<file path="src/rtl/wdrc_pkg.sv">
// Notes on behaviour
// any valid wake source (ignition, wake pin, bus wake, timer) starts up.
// any wake present requests supply ramp-up; none keeps supply off.
// ignition-caused start-up switches the main relay on unconditionally.
// other wake sources switch relay on only when battery is below threshold.
// wake clear resets held pin, timer and bus wake states.
// ignition input is deglitched; filtered level is readable status.
// delayed output copies ignition; falling edge delayed by selected release delay.
// wake pin deglitched on both edges; filtered level is readable status.
// filtered wake pin rising edge sets pin wake flag and wakes device.
// wake clear resets pin wake flag; steady high cannot set it again.
// low filtered wake pin returns pin wake machine to inactive, re-arming.
// microcontroller must clear a stuck-high wake pin to allow sleep.
// after start-up relay command rules relay unless ignition is high.
// comparator mode sets timer wake flag when counter equals compare value.
// all pin inputs are synchronised before filtering and edge detection.
package wdrc_pkg;
  // ---------------------------------------------------------------
  // register map
  // ---------------------------------------------------------------
  localparam logic [7:0] ADDR_CMD    = 8'h00;
  localparam logic [7:0] ADDR_CFG    = 8'h04;
  localparam logic [7:0] ADDR_STAT   = 8'h08;
  localparam logic [7:0] ADDR_EOTCMP = 8'h0C;
  // command register zero bits
  localparam int BIT_WCLR  = 0;
  localparam int BIT_RLYON = 1;
  // release delay select field in config zero
  localparam int BIT_RDS_LO = 0;
  localparam logic [1:0] RDS_RESET = 2'h0;
  localparam logic [15:0] EOTCMP_RESET = 16'h0000;
  localparam logic [1:0] RESP_OKAY   = 2'h0;
  localparam logic [1:0] RESP_SLVERR = 2'h2;
  // ---------------------------------------------------------------
  // timing
  // ---------------------------------------------------------------
  localparam int CLK_MHZ     = 10;
  localparam int KEY_FILT_US = 10;
  localparam int WK_FILT_US  = 10;
  localparam int KEY_FILT_CYC = KEY_FILT_US * CLK_MHZ;
  localparam int WK_FILT_CYC  = WK_FILT_US * CLK_MHZ;
  localparam int REL_DLY0_MS = 100;
  localparam int REL_DLY1_MS = 200;
  localparam int REL_DLY2_MS = 300;
  localparam int REL_DLY3_MS = 400;
  localparam int CYC_PER_MS  = CLK_MHZ * 1000;
  // timer counter shift per compare step (256 ticks, 2 s at 1/128 s)
  localparam int EOT_SHIFT = 8;
  // ---------------------------------------------------------------
  // status carrier, bit 6 first
  // ---------------------------------------------------------------
  typedef struct packed {
    logic supply_req;
    logic main_relay_state;
    logic bus_wake_flag;
    logic timer_wake_flag;
    logic internal_pin_wake_flag;
    logic wake_pin_level;
    logic key_level;
  } wdrc_status_t;
  typedef enum logic [1:0] {PW_IDLE, PW_ACTIVE, PW_CLEARED} wdrc_pw_t;
  typedef enum logic {ST_SLEEP, ST_RUN} wdrc_run_t;
endpackage : wdrc_pkg

</file>
<file path="src/rtl/wdrc_top.sv">
`timescale 1ns/10ps
`default_nettype none
// ---------------------------------------------------------------
// synchroniser and deglitch filter
// ---------------------------------------------------------------
module wdrc_deglitch #(
  parameter int unsigned CYC = 1
) (
  input  wire logic CLK_I,
  input  wire logic RESETN_I,
  input  wire logic PIN_I,
  output logic      LEVEL_O
);
  logic [2:0]  sync_ff;
  logic [15:0] cnt_ff;
  logic        lvl_ff;
  // three-stage synchroniser
  always_ff @(posedge CLK_I or negedge RESETN_I) begin
    if (!RESETN_I) begin
      sync_ff <= 3'h0;
    end else begin
      sync_ff <= {sync_ff[1:0], PIN_I};
    end
  end
  // level flips after CYC agreeing samples, both edges
  always_ff @(posedge CLK_I or negedge RESETN_I) begin
    if (!RESETN_I) begin
      cnt_ff <= 16'h0000;
      lvl_ff <= 1'b0;
    end else if (sync_ff[1] == sync_ff[2] && sync_ff[2] != lvl_ff) begin
      if (32'(cnt_ff) >= CYC - 1) begin
        lvl_ff <= sync_ff[2];
        cnt_ff <= 16'h0000;
      end else begin
        cnt_ff <= cnt_ff + 16'h0001;
      end
    end else begin
      cnt_ff <= 16'h0000;
    end
  end
  assign LEVEL_O = lvl_ff;
endmodule : wdrc_deglitch

// ---------------------------------------------------------------
// wake detection and relay control
// ---------------------------------------------------------------
module wdrc_top #(
  parameter int unsigned REL_DLY0_CYC = wdrc_pkg::REL_DLY0_MS * wdrc_pkg::CYC_PER_MS,
  parameter int unsigned REL_DLY1_CYC = wdrc_pkg::REL_DLY1_MS * wdrc_pkg::CYC_PER_MS,
  parameter int unsigned REL_DLY2_CYC = wdrc_pkg::REL_DLY2_MS * wdrc_pkg::CYC_PER_MS,
  parameter int unsigned REL_DLY3_CYC = wdrc_pkg::REL_DLY3_MS * wdrc_pkg::CYC_PER_MS
) (
  input  wire logic        CLK_I,
  input  wire logic        RESETN_I,
  input  wire logic        KEY_I,
  input  wire logic        WAKE_PIN_INPUT_I,
  input  wire logic        BUS_WAKE_I,
  input  wire logic        BAT_BELOW_TH_I,
  input  wire logic        SUPPLY_OK_I,
  input  wire logic [23:0] EOT_COUNT_I,
  output logic             SUPPLY_REQ_O,
  output logic             MAIN_RELAY_O,
  output logic             DSW_OUT_O,
  output logic             DSW_OE_O,
  output wdrc_pkg::wdrc_status_t STATUS_O,
  input  wire logic [7:0]  S_AXI_AWADDR_I,
  input  wire logic        S_AXI_AWVALID_I,
  output logic             S_AXI_AWREADY_O,
  input  wire logic [31:0] S_AXI_WDATA_I,
  input  wire logic [3:0]  S_AXI_WSTRB_I,
  input  wire logic        S_AXI_WVALID_I,
  output logic             S_AXI_WREADY_O,
  output logic [1:0]       S_AXI_BRESP_O,
  output logic             S_AXI_BVALID_O,
  input  wire logic        S_AXI_BREADY_I,
  input  wire logic [7:0]  S_AXI_ARADDR_I,
  input  wire logic        S_AXI_ARVALID_I,
  output logic             S_AXI_ARREADY_O,
  output logic [31:0]      S_AXI_RDATA_O,
  output logic [1:0]       S_AXI_RRESP_O,
  output logic             S_AXI_RVALID_O,
  input  wire logic        S_AXI_RREADY_I
);
  import wdrc_pkg::*;

  logic key_lvl, wk_lvl, bus_lvl, bat_low;
  logic wk_prev_ff, bus_prev_ff;
  wdrc_pw_t pw_ff;
  wdrc_run_t run_ff;
  logic timer_flag_ff, bus_flag_ff, relay_ff, supply_ff, dsw_ff;
  logic [1:0] rds_ff;
  logic [15:0] cmp_ff;
  logic [22:0] dly_cnt_ff;
  logic bvalid_ff, rvalid_ff;
  logic [1:0] bresp_ff, rresp_ff;
  logic [31:0] rdata_ff;
  logic wr_go, rd_go, wk_rise, bus_rise, eot_eq, wake_clr, rly_wr;
  logic pin_flag, any_wake, other_wake;
  logic [31:0] rel_cyc;
  wdrc_status_t stat;
  // ---------------------------------------------------------------
  // input conditioning
  // ---------------------------------------------------------------
  wdrc_deglitch #(.CYC(KEY_FILT_CYC)) u_key (
    .CLK_I(CLK_I), .RESETN_I(RESETN_I), .PIN_I(KEY_I), .LEVEL_O(key_lvl));
  wdrc_deglitch #(.CYC(WK_FILT_CYC)) u_wk (
    .CLK_I(CLK_I), .RESETN_I(RESETN_I), .PIN_I(WAKE_PIN_INPUT_I), .LEVEL_O(wk_lvl));
  wdrc_deglitch #(.CYC(1)) u_bus (
    .CLK_I(CLK_I), .RESETN_I(RESETN_I), .PIN_I(BUS_WAKE_I), .LEVEL_O(bus_lvl));
  wdrc_deglitch #(.CYC(1)) u_bat (
    .CLK_I(CLK_I), .RESETN_I(RESETN_I), .PIN_I(BAT_BELOW_TH_I), .LEVEL_O(bat_low));
  // edge history of filtered levels
  always_ff @(posedge CLK_I or negedge RESETN_I) begin
    if (!RESETN_I) begin
      wk_prev_ff  <= 1'b0;
      bus_prev_ff <= 1'b0;
    end else begin
      wk_prev_ff  <= wk_lvl;
      bus_prev_ff <= bus_lvl;
    end
  end
  // ---------------------------------------------------------------
  // bus slave handshakes
  // ---------------------------------------------------------------
  assign wr_go = S_AXI_AWVALID_I & S_AXI_WVALID_I & ~bvalid_ff;
  assign rd_go = S_AXI_ARVALID_I & ~rvalid_ff;
  assign S_AXI_AWREADY_O = wr_go;
  assign S_AXI_WREADY_O  = wr_go;
  assign S_AXI_ARREADY_O = rd_go;
  assign wake_clr = wr_go & (S_AXI_AWADDR_I == ADDR_CMD) & S_AXI_WSTRB_I[0]
                    & S_AXI_WDATA_I[BIT_WCLR];
  assign rly_wr = wr_go & (S_AXI_AWADDR_I == ADDR_CMD) & S_AXI_WSTRB_I[0];
  // write response
  always_ff @(posedge CLK_I or negedge RESETN_I) begin
    if (!RESETN_I) begin
      bvalid_ff <= 1'b0;
      bresp_ff  <= RESP_OKAY;
    end else if (wr_go) begin
      bvalid_ff <= 1'b1;
      bresp_ff  <= (S_AXI_AWADDR_I == ADDR_CMD || S_AXI_AWADDR_I == ADDR_CFG
                   || S_AXI_AWADDR_I == ADDR_STAT || S_AXI_AWADDR_I == ADDR_EOTCMP)
                   ? RESP_OKAY : RESP_SLVERR;
    end else if (S_AXI_BREADY_I) begin
      bvalid_ff <= 1'b0;
    end
  end

  // configuration registers
  always_ff @(posedge CLK_I or negedge RESETN_I) begin
    if (!RESETN_I) begin
      rds_ff <= RDS_RESET;
      cmp_ff <= EOTCMP_RESET;
    end else if (wr_go) begin
      if (S_AXI_AWADDR_I == ADDR_CFG && S_AXI_WSTRB_I[0]) begin
        rds_ff <= S_AXI_WDATA_I[BIT_RDS_LO +: 2];
      end
      if (S_AXI_AWADDR_I == ADDR_EOTCMP) begin
        if (S_AXI_WSTRB_I[0]) cmp_ff[7:0]  <= S_AXI_WDATA_I[7:0];
        if (S_AXI_WSTRB_I[1]) cmp_ff[15:8] <= S_AXI_WDATA_I[15:8];
      end
    end
  end

  // read data path
  always_ff @(posedge CLK_I or negedge RESETN_I) begin
    if (!RESETN_I) begin
      rvalid_ff <= 1'b0;
      rdata_ff  <= 32'h00000000;
      rresp_ff  <= RESP_OKAY;
    end else if (rd_go) begin
      rvalid_ff <= 1'b1;
      rresp_ff  <= RESP_OKAY;
      unique case (S_AXI_ARADDR_I)
        ADDR_CMD:    rdata_ff <= {30'h0, relay_ff, 1'b0};
        ADDR_CFG:    rdata_ff <= {30'h0, rds_ff};
        ADDR_STAT:   rdata_ff <= {25'h0, stat};
        ADDR_EOTCMP: rdata_ff <= {16'h0, cmp_ff};
        default: begin
          rdata_ff <= 32'h00000000;
          rresp_ff <= RESP_SLVERR;
        end
      endcase
    end else if (S_AXI_RREADY_I) begin
      rvalid_ff <= 1'b0;
    end
  end
  assign S_AXI_BVALID_O = bvalid_ff;
  assign S_AXI_BRESP_O  = bresp_ff;
  assign S_AXI_RVALID_O = rvalid_ff;
  assign S_AXI_RDATA_O  = rdata_ff;
  assign S_AXI_RRESP_O  = rresp_ff;
  // ---------------------------------------------------------------
  // wake sources
  // ---------------------------------------------------------------
  assign wk_rise  = wk_lvl & ~wk_prev_ff;
  assign bus_rise = bus_lvl & ~bus_prev_ff;
  assign eot_eq   = (cmp_ff != 16'h0000)
                    && (EOT_COUNT_I == {cmp_ff, 8'h00});
  // pin wake state machine
  always_ff @(posedge CLK_I or negedge RESETN_I) begin
    if (!RESETN_I) begin
      pw_ff <= PW_IDLE;
    end else begin
      unique case (pw_ff)
        PW_IDLE:    if (wk_rise) pw_ff <= PW_ACTIVE;
        PW_ACTIVE:  if (!wk_lvl) pw_ff <= PW_IDLE;
                    else if (wake_clr) pw_ff <= PW_CLEARED;
        PW_CLEARED: if (!wk_lvl) pw_ff <= PW_IDLE;
        default:    pw_ff <= PW_IDLE;
      endcase
    end
  end
  assign pin_flag = (pw_ff == PW_ACTIVE);
  // timer and bus wake flags, set beats clear
  always_ff @(posedge CLK_I or negedge RESETN_I) begin
    if (!RESETN_I) begin
      timer_flag_ff <= 1'b0;
      bus_flag_ff   <= 1'b0;
    end else begin
      if (eot_eq) timer_flag_ff <= 1'b1;
      else if (wake_clr) timer_flag_ff <= 1'b0;
      if (bus_rise) bus_flag_ff <= 1'b1;
      else if (wake_clr) bus_flag_ff <= 1'b0;
    end
  end

  // ---------------------------------------------------------------
  // start-up, supply and main relay
  // ---------------------------------------------------------------
  assign other_wake = pin_flag | timer_flag_ff | bus_flag_ff;
  assign any_wake   = key_lvl | other_wake;
  always_ff @(posedge CLK_I or negedge RESETN_I) begin
    if (!RESETN_I) begin
      supply_ff <= 1'b0;
    end else begin
      supply_ff <= any_wake;
    end
  end

  // relay decided at start-up, then by command unless ignition is high
  always_ff @(posedge CLK_I or negedge RESETN_I) begin
    if (!RESETN_I) begin
      run_ff   <= ST_SLEEP;
      relay_ff <= 1'b0;
    end else begin
      unique case (run_ff)
        ST_SLEEP: if (any_wake) begin
          run_ff   <= ST_RUN;
          relay_ff <= key_lvl | bat_low;
        end
        ST_RUN: if (!any_wake) begin
          run_ff   <= ST_SLEEP;
          relay_ff <= 1'b0;
        end else if (key_lvl) begin
          relay_ff <= 1'b1;
        end else if (rly_wr) begin
          relay_ff <= S_AXI_WDATA_I[BIT_RLYON];
        end
      endcase
    end
  end
  assign SUPPLY_REQ_O = supply_ff;
  assign MAIN_RELAY_O = relay_ff;
  // ---------------------------------------------------------------
  // delayed switch output
  // ---------------------------------------------------------------
  always_comb begin
    unique case (rds_ff)
      2'h0: rel_cyc = 32'(REL_DLY0_CYC);
      2'h1: rel_cyc = 32'(REL_DLY1_CYC);
      2'h2: rel_cyc = 32'(REL_DLY2_CYC);
      2'h3: rel_cyc = 32'(REL_DLY3_CYC);
    endcase
  end

  always_ff @(posedge CLK_I or negedge RESETN_I) begin
    if (!RESETN_I) begin
      dsw_ff     <= 1'b0;
      dly_cnt_ff <= 23'h000000;
    end else if (!SUPPLY_OK_I) begin
      dsw_ff     <= 1'b0;
      dly_cnt_ff <= 23'h000000;
    end else if (key_lvl) begin
      dsw_ff     <= 1'b1;
      dly_cnt_ff <= 23'h000000;
    end else if (dsw_ff) begin
      if (32'(dly_cnt_ff) >= rel_cyc - 32'h1) begin
        dsw_ff <= 1'b0;
      end else begin
        dly_cnt_ff <= dly_cnt_ff + 23'h000001;
      end
    end else begin
      dly_cnt_ff <= 23'h000000;
    end
  end
  // open drain: pull low while output is low
  assign DSW_OUT_O = 1'b0;
  assign DSW_OE_O  = ~dsw_ff;

  // ---------------------------------------------------------------
  // status
  // ---------------------------------------------------------------
  assign stat = '{supply_req: supply_ff, main_relay_state: relay_ff,
                  bus_wake_flag: bus_flag_ff, timer_wake_flag: timer_flag_ff,
                  internal_pin_wake_flag: pin_flag, wake_pin_level: wk_lvl,
                  key_level: key_lvl};
  assign STATUS_O = stat;

  // ---------------------------------------------------------------
  // assertions
  // ---------------------------------------------------------------
  supply_on_a: assert property (@(posedge CLK_I) disable iff (!RESETN_I)
    any_wake |=> SUPPLY_REQ_O) else $error("supply not requested");
  supply_off_a: assert property (@(posedge CLK_I) disable iff (!RESETN_I)
    !any_wake |=> !SUPPLY_REQ_O) else $error("supply on without wake");
  key_relay_a: assert property (@(posedge CLK_I) disable iff (!RESETN_I)
    key_lvl |=> MAIN_RELAY_O) else $error("relay off with key");
  bat_gate_a: assert property (@(posedge CLK_I) disable iff (!RESETN_I)
    (run_ff == ST_SLEEP && !key_lvl && other_wake && !bat_low) |=> !MAIN_RELAY_O)
    else $error("relay on with high battery");
  flag_clear_a: assert property (@(posedge CLK_I) disable iff (!RESETN_I)
    (wake_clr && !eot_eq && !bus_rise && !wk_rise)
    |=> (!timer_flag_ff && !bus_flag_ff && !pin_flag))
    else $error("wake flags not cleared");
  pin_set_a: assert property (@(posedge CLK_I) disable iff (!RESETN_I)
    (wk_rise && pw_ff == PW_IDLE) |=> pin_flag) else $error("pin wake not set");
  stuck_high_a: assert property (@(posedge CLK_I) disable iff (!RESETN_I)
    (pw_ff == PW_CLEARED && wk_lvl) ##1 wk_lvl |-> !pin_flag)
    else $error("pin wake set without edge");
  rearm_a: assert property (@(posedge CLK_I) disable iff (!RESETN_I)
    (!wk_lvl && pw_ff != PW_IDLE) |=> pw_ff == PW_IDLE) else $error("no rearm");
  timer_set_a: assert property (@(posedge CLK_I) disable iff (!RESETN_I)
    eot_eq |=> timer_flag_ff) else $error("timer wake not set");
  dsw_rise_a: assert property (@(posedge CLK_I) disable iff (!RESETN_I)
    (key_lvl && SUPPLY_OK_I) |=> !DSW_OE_O) else $error("delayed output not high");
  key_filter_a: assert property (@(posedge CLK_I) disable iff (!RESETN_I)
    $rose(key_lvl) |-> $past(KEY_I, 4)) else $error("key edge unfiltered");
endmodule : wdrc_top
`default_nettype wire
</file>
<file path="config.mk">
export PLATFORM = sky130hd
export DESIGN_NAME = wdrc_top
export DESIGN_NICKNAME = d
export VERILOG_FILES = /design/src/rtl/wdrc_pkg.sv /design/src/rtl/wdrc_top.sv
export SDC_FILE = /design/constraint.sdc
export NUM_CORES = 1
export LEC_CHECK = 0
export BUFFER_PORTS_ARGS = -buffer_cell sky130_fd_sc_hd__buf_2
export CAP_MARGIN = 20
export CORE_ASPECT_RATIO = 0.6
export CORE_MARGIN = 4
export CORE_UTILIZATION = 50
export DETAILED_ROUTE_END_ITERATION = 8
export GPL_ROUTABILITY_DRIVEN = 0
export PLACE_DENSITY = 0.75
export SLEW_MARGIN = 0
export SYNTH_ARGS = -nofsm -noshare
export SYNTH_HDL_FRONTEND = slang
export SYNTH_SLANG_ARGS = --single-unit
export TNS_END_PERCENT = 10
</file>
<file path="constraint.sdc">
create_clock -name CLK_I -period 4.1 [get_ports CLK_I]
set_clock_uncertainty 0.05 [all_clocks]
set_input_delay 0.615 -clock CLK_I [delete_from_list [all_inputs] [get_ports CLK_I]]
set_output_delay 0.615 -clock CLK_I [all_outputs]
set_load 0.005 [all_outputs]
</file>
Yosys cells after proc, flatten, opt, wreduce, memory -nomap -nowiden:

Cells that the tools add are included.

* bits in latches: 0
* memory bits (writable): 0
* memories kept: 0
* register bits after elaboration: 137
* ROM bits: 0

* add/sub/neg operators: 4
* div/mod/pow operators: 0
* multiply operators: 0
* equality and inequality tests: 26
* shifts and indexed selects: 0
* order comparisons: 3
* bitwise gates (word level): 18
* reduce and logical (&&, ||, !) cells: 26
* multiplexer cells: 34

Operators with widths (count)
* case mux 32 bit (4 select lines): 1
* 2-to-1 mux 23 bit: 4
* 2-to-1 mux 16 bit: 4
* case mux 16 bit (4 select lines): 1
* adder 16 x 1 -> 16 bit, second input constant: 2
* equality test 8 x 4 -> 1 bit, second input constant: 4
* >= comparator 16 x 7 -> 1 bit, second input constant: 2
* >= comparator 23 x 32 -> 1 bit: 1
* subtractor 32 x 1 -> 32 bit, second input constant: 1
* equality test 24 bit: 1
* adder 23 x 1 -> 23 bit, second input constant: 1
* equality test 8 x 3 -> 1 bit, second input constant: 2
* logical NOT 8 bit: 2
* 2-to-1 mux 1 bit: 16
* nonzero test 16 bit: 1
* 2-to-1 mux 2 bit: 6
* AND reduction 3 bit: 3
* AND 1 bit: 8
* inequality test 4 x 3 -> 1 bit, second input constant: 2
* AND reduction 2 bit: 4
* nonzero test 2 bit: 4
* equality test 2 bit, second input constant: 3
* logical AND 1 bit: 6
* inequality test 2 bit, second input constant: 3
* other kinds (11): 29

Longest topological paths before layout:

Gate-level depths: netlist of the first run.

* depth in word-level cells: 8
* gate-level depth with buffers: 12
* depth with buffers taken out: 10

Cells and area by module:

From an unflattened synthesis of the first run, not the netlist that was laid out.

* cells, all modules: 511
* area, all modules: 5664.2 µm²

By module, submodules not included
* wdrc_top: instances 1, area an instance 3980.1 µm², cells an instance 391, sequential area each 1751.7 µm²
* wdrc_deglitch (u_key ...): instances 2, area an instance 730.7 µm², cells an instance 55, sequential area each 500.5 µm²
* wdrc_deglitch (u_bat ...): instances 2, area an instance 111.4 µm², cells an instance 5, sequential area each 100.1 µm²

Least setup slack after synthesis of the first run:

No wires, ideal clock.

* kind: reg-to-reg
* start point: register rds_ff[0]
* end point: register dly_cnt_ff[10]
* stages on the path, launching flop included: 11
* data arrival time: 2538 ps
* setup slack: 1432 ps
* setup time: 79 ps
* period minus slack after synthesis: 2668 ps
* data required time: 3971 ps
* path buffers: 2
* cells stage by stage: dfrtp_1 > inv_1 > ha_1 > inv_1 > ha_1 > a21o_1 > o311a_1 > buf_4 > buf_6 > nor4_1 > mux2i_1

* word-level cells in the longest chain between the ends: 5

RTL lines
* from (decl): RTL line wdrc_top.sv:91 `logic [1:0] rds_ff;`
* from (signal assigned): RTL line wdrc_top.sv:155 `rds_ff <= S_AXI_WDATA_I[BIT_RDS_LO +: 2];`
* equality test 2 bit, or another cell as far along: RTL line wdrc_top.sv:268 `unique case (rds_ff)`
* case mux 32 bit (4 select lines) *: RTL line wdrc_top.sv:268
* subtractor 32 x 1 -> 32 bit *: RTL line wdrc_top.sv:287 `if (32'(dly_cnt_ff) >= rel_cyc - 32'h1) begin`
* >= comparator 23 x 32 -> 1 bit *: RTL line wdrc_top.sv:287
* inequality test 4 x 3 -> 1 bit (no source line) *
* to (signal assigned): RTL line wdrc_top.sv:290 `dly_cnt_ff <= dly_cnt_ff + 23'h000001;`
* to (decl): RTL line wdrc_top.sv:93 `logic [22:0] dly_cnt_ff;`

Every way passes the cells marked *; elsewhere a longest branch is shown, timed or not. The select of a mux whose other input is x is not followed.
A chain may end at the register's enable or synchronous reset.

Worst setup path after layout of the first run:

* start point: register rds_ff[0]
* end point: register dly_cnt_ff[19]

Same word-level chain as after synthesis.

==> results of run 1 <==
## final cells by class
type                       count  area, um2
fill                         919       4300
timing repair buffer         107        551
clock inverter                13        195
clock buffer                  19        443
sequential                   118       2950
inverter                      13       48.8
tap                          160        200
multi-input combinational    392       2650
## path summary, 6_finish.rpt
path / startpoint / end / slack (ps) / cells past startpoint
max: rds_ff[0]$_DFFE_PN0P_ / dly_cnt_ff[19]$_DFFE_PN0P_ / 820 / 9
min: WAKE_PIN_INPUT_I / u_wk.sync_ff[0]$_DFF_PN0_ / 250 / 1
max reg2reg: rds_ff[0]$_DFFE_PN0P_ / dly_cnt_ff[19]$_DFFE_PN0P_ / 820 / 9
min reg2reg: u_key.sync_ff[0]$_DFF_PN0_ / u_key.sync_ff[1]$_DFF_PN0_ / 300 / 0
max in group asynchronous: RESETN_I / rds_ff[0]$_DFFE_PN0P_ / 2840 / 2
min in group asynchronous: RESETN_I / S_AXI_RDATA_O[9]$_DFFE_PN0P_ / 260 / 1
## routing by layer
layer | track usage [%] | part of all wire (%)
met1 | 30.4 | 45
met2 | 32.9 | 47
met3 | 6.07 | 6.7
met4 | 6.51 | 0.70
met5 | 0 | 0
## stage by stage
| step | cell area (um2) | cells | total power (W) | utilization (%) | setup WS, ps |
|---|---|---|---|---|---|
| 2_1_floorplan | 5960 | 570 | 0.00132 | - | 1430 |
| 3_5_place_dp | 6400 | 790 | 0.00140 | 56.5 | 867 |
| 3_3_place_gp | 6400 | 790 | 0.00139 | 56.5 | 961 |
| 4_1_cts | 7040 | 822 | 0.00300 | 62.1 | 818 |
| 6_report | 7040 | 822 | 0.00298 | 62.1 | 818 |
| 5_1_grt | 7040 | 822 | 0.00308 | 62.1 | 551 |
## kinds of logic after synthesis
kind of cell               share of synthesized area, %
DFF                                                50.7
buffers and inverters                              6.36
xor gates and xnor gates                           4.06
other                                            0.0644
adders and majority gates                          4.85
and+or+nand+nor                                    19.1
muxes                                              7.75
AOI/OAI and AO/OA                                  7.13
## placed cells by master (no fill, tap or decap), types with 17 or more instances in the layout
master and count:
xor2_1 20, nor2_1 30, nand3_1 20, nand2_1 49
buf_2 101, conb_1 37, clkbuf_16 17, nor4_1 33
dfrtp_1 118, mux2i_1 26, ha_1 21, or3_1 19
mux2_2 17
## worst max-delay path, delay by kind of cell (launching register included)
kind                     cells  cell delay [ps]
AO/OA/AOI/OAI                1              900
adder cells (fa/ha/maj)      2              500
buffers and inverters        1              240
flip-flops                   1              480
multiplexers                 1              180
AND/OR/NAND/NOR              4              800
## report_power, final
part	switching (W)	internal (W)	total, W	leakage, nW
combinational	0.000100	0.0000673	0.000168	1.65
sequential	0.0000199	0.00119	0.00121	1.52
clock	0.000559	0.00104	0.00160	0.312
total	0.000679	0.00230	0.00298	3.48
## sequential cells by signal, indices dropped and copies added, names as in the netlist, 3 cells and up
name / flops
cmp_ff: 16
u_bat.sync_ff: 3
u_key.sync_ff: 3
u_wk.cnt_ff: 16
u_bus.sync_ff: 3
dly_cnt_ff: 23
u_wk.sync_ff: 3
S_AXI_RDATA_O: 16
u_key.cnt_ff: 16
==> impl_metrics.yaml, run 1 <==
status:
  outcome: "finished clean"
floorplan:
  rows: 30
  die_w_um: 147
  fp.dieArea_mm2: 0.0135
  start_util_pct: 51.4
  coreArea_mm2: 0.0113
  die_y_um: 91.6
  io_pins: 140
drt:
  post_drt_wl_per_cell_um: 17.1
  drt_iter0_markers: 238
  viasPerCell: 5.48
  first_pass_iters: 5
  detail-route-antenna-nets: 0
  routed_wl_mm: 14.0
  vias: 4506
  drc: 0
timing:
  holdWs_ps: 254
  rsz0062_at_grt: "no"
  setup-violations-final: 0
  finalMaxSlewViolations: 0
  maxSlewHeadroom_pct: 34.7
  fin_tns_setup_ps: 0
  hold_violations: 0
  fin_crit_ps: 3280
  period_share_pct: 80.0
  tightest_slew_ps: 971
  fmax_mhz: 305
yosys:
  synth_edf_count: 0
  synth_area_leaders: "dfrtp_1 51%, ha_1 4.5%, mux2i_1 4.5%, buf_4 3.6%, nor4_1 3.5%"
  synthesis.area_mm2: 0.00583
  ys_ff_latch: 118
  synth.distinct_cells: 59
  synth-main-ff-cell: "dfrtp_1"
  synth_warnings: 0
  avgSynthCellArea_um2: 10.9
  yosysTopAreaCellShare_pct: 50.7
  synthCells: 534
  ys_async_sr_fraction_pct: 100
  synth.yosys.seq_area_share_pct: 50.7
  yosysMostFrequentCell: "dfrtp_1"
  synth.top_cells.by_count: "118 x dfrtp_1, 49 x nand2_1, 33 x nor4_1"
  yosysTopAreaCell: "dfrtp_1"
clock_network:
  clockBufferDepth: 2
  clkSlewWorstSetupHoldPaths_ps: 60
  cts.sinks: 118
  cts_made_buffers: 17
  cts_tree: "done"
  postCtsSetupBuffers: 0
  insertion_delay_ps: 420
  cts.repair.resized: 0
  htreeDepth: 4
  root_buffer: "clkbuf_16"
  ctsHoldBuffers: 0
layout:
  fin_nets: 758
  drive_gt1_share_pct: 25.1
  area_delta_synth_final_pct: 20.8
  n_antenna_cell: 0
worst_setup_path:
  path_class: "reg -> reg"
  crit_chain: "inv_1 > ha_1 > nor2_1 > ha_1 > nand2_1 > nor4_1 > o311a_1 > nor4_1 > mux2i_1"
  end_kind: "register"
  crit_path_top_delay_cell: "o311a_1"
  crit_path_start_kind: "register"
  cp.arrival_ps: 3510
  crit_path_max_incr_delay_ps: 900
  cp_max_fo: 26
  critPathRequiredTime_ps: 4330
job:
  drv_cap: 0
power:
  p_leak_nw: 3.48
  peakVddDrop_v: 0.000370
  p_per_area_mw_per_mm2: 424
placement:
  dp_hpwl_mm: 9.78
  place.port_buffers: 102
global_routing:
  grt_pass1_vias: 4679
  grt_pass1_wl_mm: 23.3
  gr-total-overflow: 0
  grt_max_degree: 75
  antenna_found_initial: 0
  gr-usage-all-layers_pct: 21.6
worst_hold_path:
  hold_path.class: "in -> reg"
No activity file was read; power rests on OpenSTA's default activity.
==> inputs of run 2 (changes only) <==
ABC_AREA = 1   (was not set)
clock period = 3.1 ns   (was 4.1 ns; I/O delays follow)
==> run 2 against run 1 <==
Power is 37% higher. Sequential share of layout area is 2.7 points lower. Clock power is 32% higher. Combinational power is 87% higher. Fmax is 23% higher. Global-route usage is 0.37 points lower. Worst setup slack worse by 380 ps. Utilization is 0.11 points lower. Die area is 6.7% higher. Sequential power is 36% higher. Critical endpoint is now dly_cnt_ff[7]$_DFFE_PN0P_. Largest cell class unchanged. Highest routed layer unchanged.
==> impl_metrics.yaml, run 2 <==
worst_setup_path:
  critPathRequiredTime_ps: 3330
  r2r_slack_ps: 440
  ff2ff_path_depth: 14
  cp_max_fo: 13
  timing.rr.end: "dly_cnt_ff[7]$_DFFE_PN0P_"
  cp.arrival_ps: 2890
  rr_startpoint: "rds_ff[1]$_DFFE_PN0P_"
  path_class: "reg -> reg"
  crit_path_start_kind: "register"
  end_kind: "register"
clock_network:
  clkSlewWorstSetupHoldPaths_ps: 60
  ctsHoldBuffers: 0
  cts_tree: "done"
  root_buffer: "clkbuf_16"
  postCtsSetupBuffers: 0
  cts_made_buffers: 17
  htreeDepth: 4
  insertion_delay_ps: 410
  cts.repair.resized: 0
  clockBufferDepth: 2
  cts.sinks: 118
placement:
  dp_cells: 1035
  place.port_buffers: 102
  place_ws_ps: 507
  placed_area_mm2: 0.00688
  dp_hpwl_mm: 11.1
floorplan:
  io_pins: 140
  fp.dieArea_mm2: 0.0144
  die_w_um: 152
  die_y_um: 94.6
  start_util_pct: 51.5
  coreArea_mm2: 0.0121
  rows: 31
timing:
  finalMaxSlewViolations: 0
  rsz0062_at_grt: "no"
  fin_tns_setup_ps: 0
  fmax_mhz: 376
  worst_slack_ps: 439
  maxSlewHeadroom_pct: 45.3
  fin_crit_ps: 2660
  tightest_slew_ps: 814
  setup-violations-final: 0
  hold_violations: 0
  holdWs_ps: 30.4
  period_share_pct: 85.8
global_routing:
  grt_pass1_vias: 4966
  grt_busiest_layer: "met1"
  gr-usage-all-layers_pct: 21.2
  grt_max_degree: 55
  antenna_found_initial: 0
  met3_usage_pct: 6.04
  grt_pass1_wl_mm: 24.5
  grt_use_met1_pct: 32.4
  gr-total-overflow: 0
  grt_util_met2_pct: 29.2
drt:
  first_pass_iters: 7
  drc: 0
  detail-route-antenna-nets: 0
  drt_iter0_markers: 434
  routed_wl_mm: 14.9
  post_drt_wl_per_cell_um: 14.0
  vias: 5424
  viasPerCell: 5.08
yosys:
  synth.yosys.seq_area_share_pct: 47.3
  synth.top_cells.by_count: "180 x nand2_1, 118 x dfrtp_1, 88 x nor2_1"
  synthesis.area_mm2: 0.00625
  synth_area_leaders: "dfrtp_1 47%, nand2_1 11%, nor2_1 5.3%, inv_1 5.1%, ha_1 4.2%"
  yosysMostFrequentCell: "nand2_1"
  avgSynthCellArea_um2: 8.14
  ys_async_sr_fraction_pct: 100
  synth.distinct_cells: 42
  synth_warnings: 0
  synthCells: 768
  yosysTopAreaCell: "dfrtp_1"
  ys_ff_latch: 118
  synth_edf_count: 0
  synth-main-ff-cell: "dfrtp_1"
  yosysTopAreaCellShare_pct: 47.3
layout:
  area_delta_synth_final_pct: 20.4
  fin_cells: 1067
  regMostFlops: "dly_cnt_ff"
  final_common_cell: "nand2_1"
  drive_gt1_share_pct: 17.8
  fin_nets: 998
  final_cell_mix: "180 x nand2_1, 118 x dfrtp_1, 101 x buf_2"
  stdcell_area_mm2: 0.00753
  n_antenna_cell: 0
  largest_reg_flops: 23
power:
  p_per_area_mw_per_mm2: 542
  p_leak_nw: 3.75
  peakVddDrop_v: 0.000372
job:
  drv_cap: 0
status:
  outcome: "finished clean"
worst_hold_path:
  hold_path.class: "in -> async"
## run 2: cell types whose count changed after synthesis, sizes merged, moves of 25 or more
| cell | previous run | this run |
|---|---|---|
| a21oi | 3 | 28 |
| mux2i | 26 | 0 |
| inv | 13 | 86 |
| nand2 | 49 | 185 |
| nor4 | 34 | 6 |
| nor2 | 31 | 93 |
## run 2: worst max path at each step
stage                                from  depth (start not counted)  slack, ps                    endpoint
global placement    rds_ff[1]$_DFFE_PN0P_                         14        580  dly_cnt_ff[21]$_DFFE_PN0P_
finish              rds_ff[1]$_DFFE_PN0P_                         14        440   dly_cnt_ff[7]$_DFFE_PN0P_
detailed placement  rds_ff[1]$_DFFE_PN0P_                         16        510   dly_cnt_ff[7]$_DFFE_PN0P_
CTS                 rds_ff[1]$_DFFE_PN0P_                         14        460   dly_cnt_ff[7]$_DFFE_PN0P_
global route        rds_ff[1]$_DFFE_PN0P_                         14        240   dly_cnt_ff[7]$_DFFE_PN0P_
floorplan           rds_ff[0]$_DFFE_PN0P_                         17        790  dly_cnt_ff[13]$_DFFE_PN0P_
## run 2: per-stage QoR
stage               power (W)  utilization, %
CTS                   0.00411            62.0
floorplan             0.00185               -
global route          0.00423            62.0
detailed placement    0.00198            56.7
global placement      0.00197            56.7
finish                0.00408            62.0
## run 2: report_power, final
group          internal (W)  switching, W  leakage, nW  total (W)
combinational      0.000109      0.000204         1.93   0.000314
sequential          0.00159     0.0000527         1.50    0.00165
clock               0.00137      0.000749        0.316    0.00212
## run 2: logic make-up (layout without fill, tap and decap cells)
logic type / after synthesis / in the layout / synth area share (%)
DFF: 118 / 118 / 47.3
and+or+nand+nor: 400 / 400 / 28.8
buffers and inverters: 130 / 228 / 9.79
xor gates and xnor gates: 19 / 19 / 2.66
adders and majority gates: 23 / 23 / 4.53
AOI/OAI and AO/OA: 77 / 77 / 6.95
other: 1 / 37 / 0.0600
## run 2: cell type report
| class | count | area (um2) |
|---|---|---|
| Fill cell | 1056 | 4610 |
| Sequential cell | 118 | 2950 |
| Multi-Input combinational cell | 556 | 2820 |
| Timing Repair Buffer | 109 | 578 |
| Clock buffer | 17 | 425 |
| Inverter | 87 | 327 |
| Clock inverter | 15 | 218 |
| Tap cell | 165 | 206 |
## run 2: worst max-delay path: stages (launching register included)
cell and delay (ps):
dfrtp_1 430, inv_1 190, ha_1 270, inv_1 110
xor2_1 160, ha_1 260, a21oi_1 150, nand2_1 70
nand2_1 90, nand3_2 100, nand2_4 170, nand2_4 140
buf_4 220, nand2_1 70, a21oi_1 60
## run 2: routing by layer
| layer | vias to the layer above | part of all wire [%] |
|---|---|---|
| li1 | 2692 | - |
| met1 | 2530 | 48 |
| met2 | 190 | 42 |
| met3 | 12 | 8.9 |
| met4 | 0 | 0.95 |
| met5 | - | 0 |
==> inputs of run 3 (changes only) <==
ABC_AREA = not set   (was 1)
==> run 3 against run 2 <==
Cell count fell by 22%. Clock-buffer cell count rose by 2. Hold slack improved by 80 ps. Utilization rose by 0.33 points. Sequential share of layout area rose by 2.6 points. Critical path depth fell by 3. First-iteration DRC count fell by 18%. Worst setup slack got worse by 280 ps. Non-clock buffer count rose by 4. Sequential power barely moved. Largest power group unchanged.
==> impl_metrics.yaml, run 3 (synthesis results as in run 1) <==
layout:
  n_antenna_cell: 0
  fin_nets: 764
  regMostFlops: "dly_cnt_ff"
  area_delta_synth_final_pct: 21.3
  drive_gt1_share_pct: 26.0
  final_cell_mix: "118 x dfrtp_1, 101 x buf_2, 49 x nand2_1"
  largest_reg_flops: 23
  utilization_pct: 62.3
  final_common_cell: "dfrtp_1"
  fin_cells: 828
timing:
  fmax_mhz: 340
  period_share_pct: 94.9
  finalMaxSlewViolations: 0
  rsz0062_at_grt: "no"
  fin_tns_setup_ps: 0
  maxSlewHeadroom_pct: 41.8
  fin_crit_ps: 2940
  hold_violations: 0
  holdWs_ps: 110
  tightest_slew_ps: 873
  setup-violations-final: 0
floorplan:
  coreArea_mm2: 0.0113
  rows: 30
  start_util_pct: 51.4
  die_y_um: 91.6
  io_pins: 140
  fp.dieArea_mm2: 0.0135
  die_w_um: 147
global_routing:
  grt_max_degree: 106
  grt_pass1_wl_mm: 23.1
  gr-usage-all-layers_pct: 21.3
  grt_pass1_vias: 4662
  antenna_found_initial: 0
  gr-total-overflow: 0
clock_network:
  root_buffer: "clkbuf_16"
  postCtsSetupBuffers: 0
  clockBufferDepth: 2
  cts_made_buffers: 17
  htreeDepth: 4
  insertion_delay_ps: 410
  cts.sinks: 118
  clkSlewWorstSetupHoldPaths_ps: 60
  cts_tree: "done"
drt:
  post_drt_wl_per_cell_um: 16.8
  routed_wl_mm: 13.9
  vias: 4526
  detail-route-antenna-nets: 0
  viasPerCell: 5.47
  drc: 0
  drt_iter0_markers: 358
  first_pass_iters: 5
worst_setup_path:
  cp.arrival_ps: 3210
  rr_startpoint: "rds_ff[1]$_DFFE_PN0P_"
  cp_max_fo: 12
  startpoint: "rds_ff[1]$_DFFE_PN0P_"
  path_class: "reg -> reg"
  critPathRequiredTime_ps: 3370
  crit_path_start_kind: "register"
  end_kind: "register"
power:
  p_per_area_mw_per_mm2: 534
  p_leak_nw: 3.48
  peakVddDrop_v: 0.000382
status:
  outcome: "finished clean"
worst_hold_path:
  hold_path.class: "in -> reg"
  hp-start: "BUS_WAKE_I"
placement:
  dp_hpwl_mm: 9.85
  place.port_buffers: 102
  dp_cells: 795
job:
  drv_cap: 0
## run 3: changes by cell type in the layout (fill, tap and decap cells not counted), sizes merged, moves of 25 or more
cell,previous run,this run
inv,91,17
mux2i,0,26
nor4,6,34
nor2,93,31
a21oi,28,3
nand2,185,49
## run 3: timing repair
| action | CTS | global route |
|---|---|---|
| setup endpoints to repair | 0 | 7 |
| gates resized for setup | 0 | 3 |
| hold buffers | 1 | 0 |
| hold endpoints to repair | 13 | 0 |
## run 3: layer usage
layer  part of all wire [%]  up-vias  global-route usage [%]
li1                       -     2112                       -
met1                     45     2235                    30.5
met2                     48      170                    32.9
met3                    6.4        9                    5.14
met4                   0.52        0                    5.27
met5                      0        -                       0
## run 3: final timing paths
check,endpoint,slack (ps),depth (start not counted)
worst max-delay path,dly_cnt_ff[11]$_DFFE_PN0P_,160,11
worst min-delay path,u_bus.sync_ff[0]$_DFF_PN0_,110,1
worst max register to register,dly_cnt_ff[11]$_DFFE_PN0P_,160,11
worst min register to register,u_bus.sync_ff[1]$_DFF_PN0_,300,0
max in group asynchronous,u_key.cnt_ff[13]$_DFF_PN0_,1810,3
min in group asynchronous,S_AXI_RDATA_O[9]$_DFFE_PN0P_,390,2
## run 3: layout make-up
| type | count | area, um2 |
|---|---|---|
| sequential | 118 | 2950 |
| clock buffer | 19 | 443 |
| timing repair buffer | 113 | 611 |
| multi-input combinational | 392 | 2660 |
| fill | 903 | 4270 |
| inverter | 13 | 48.8 |
| clock inverter | 13 | 146 |
| tap | 160 | 200 |
## run 3: power by group
part	internal, W	switching (W)	total [W]
sequential	0.00158	0.0000359	0.00162
clock	0.00121	0.000728	0.00194
combinational	0.0000913	0.000121	0.000213
total	0.00288	0.000885	0.00377
## run 3: stage by stage
stage	area [um2]	setup slack, ps	total power [W]
after detailed placement	6450	90.0	0.00185
after global placement	6450	262	0.00184
after CTS	7050	19.9	0.00380
after floorplan	5960	432	0.00175
final	7060	159	0.00377
after global routing	7060	10.4	0.00390
## run 3: worst max-delay path, stage by stage, from the launching register on
cell,delay (ps)
dfrtp_1,410
inv_1,140
ha_1,240
nor2_1,160
xnor2_1,150
ha_1,280
nand3_1,100
o21ai_0,80
o311a_2,450
buf_4,210
nor4_1,350
mux2i_1,240
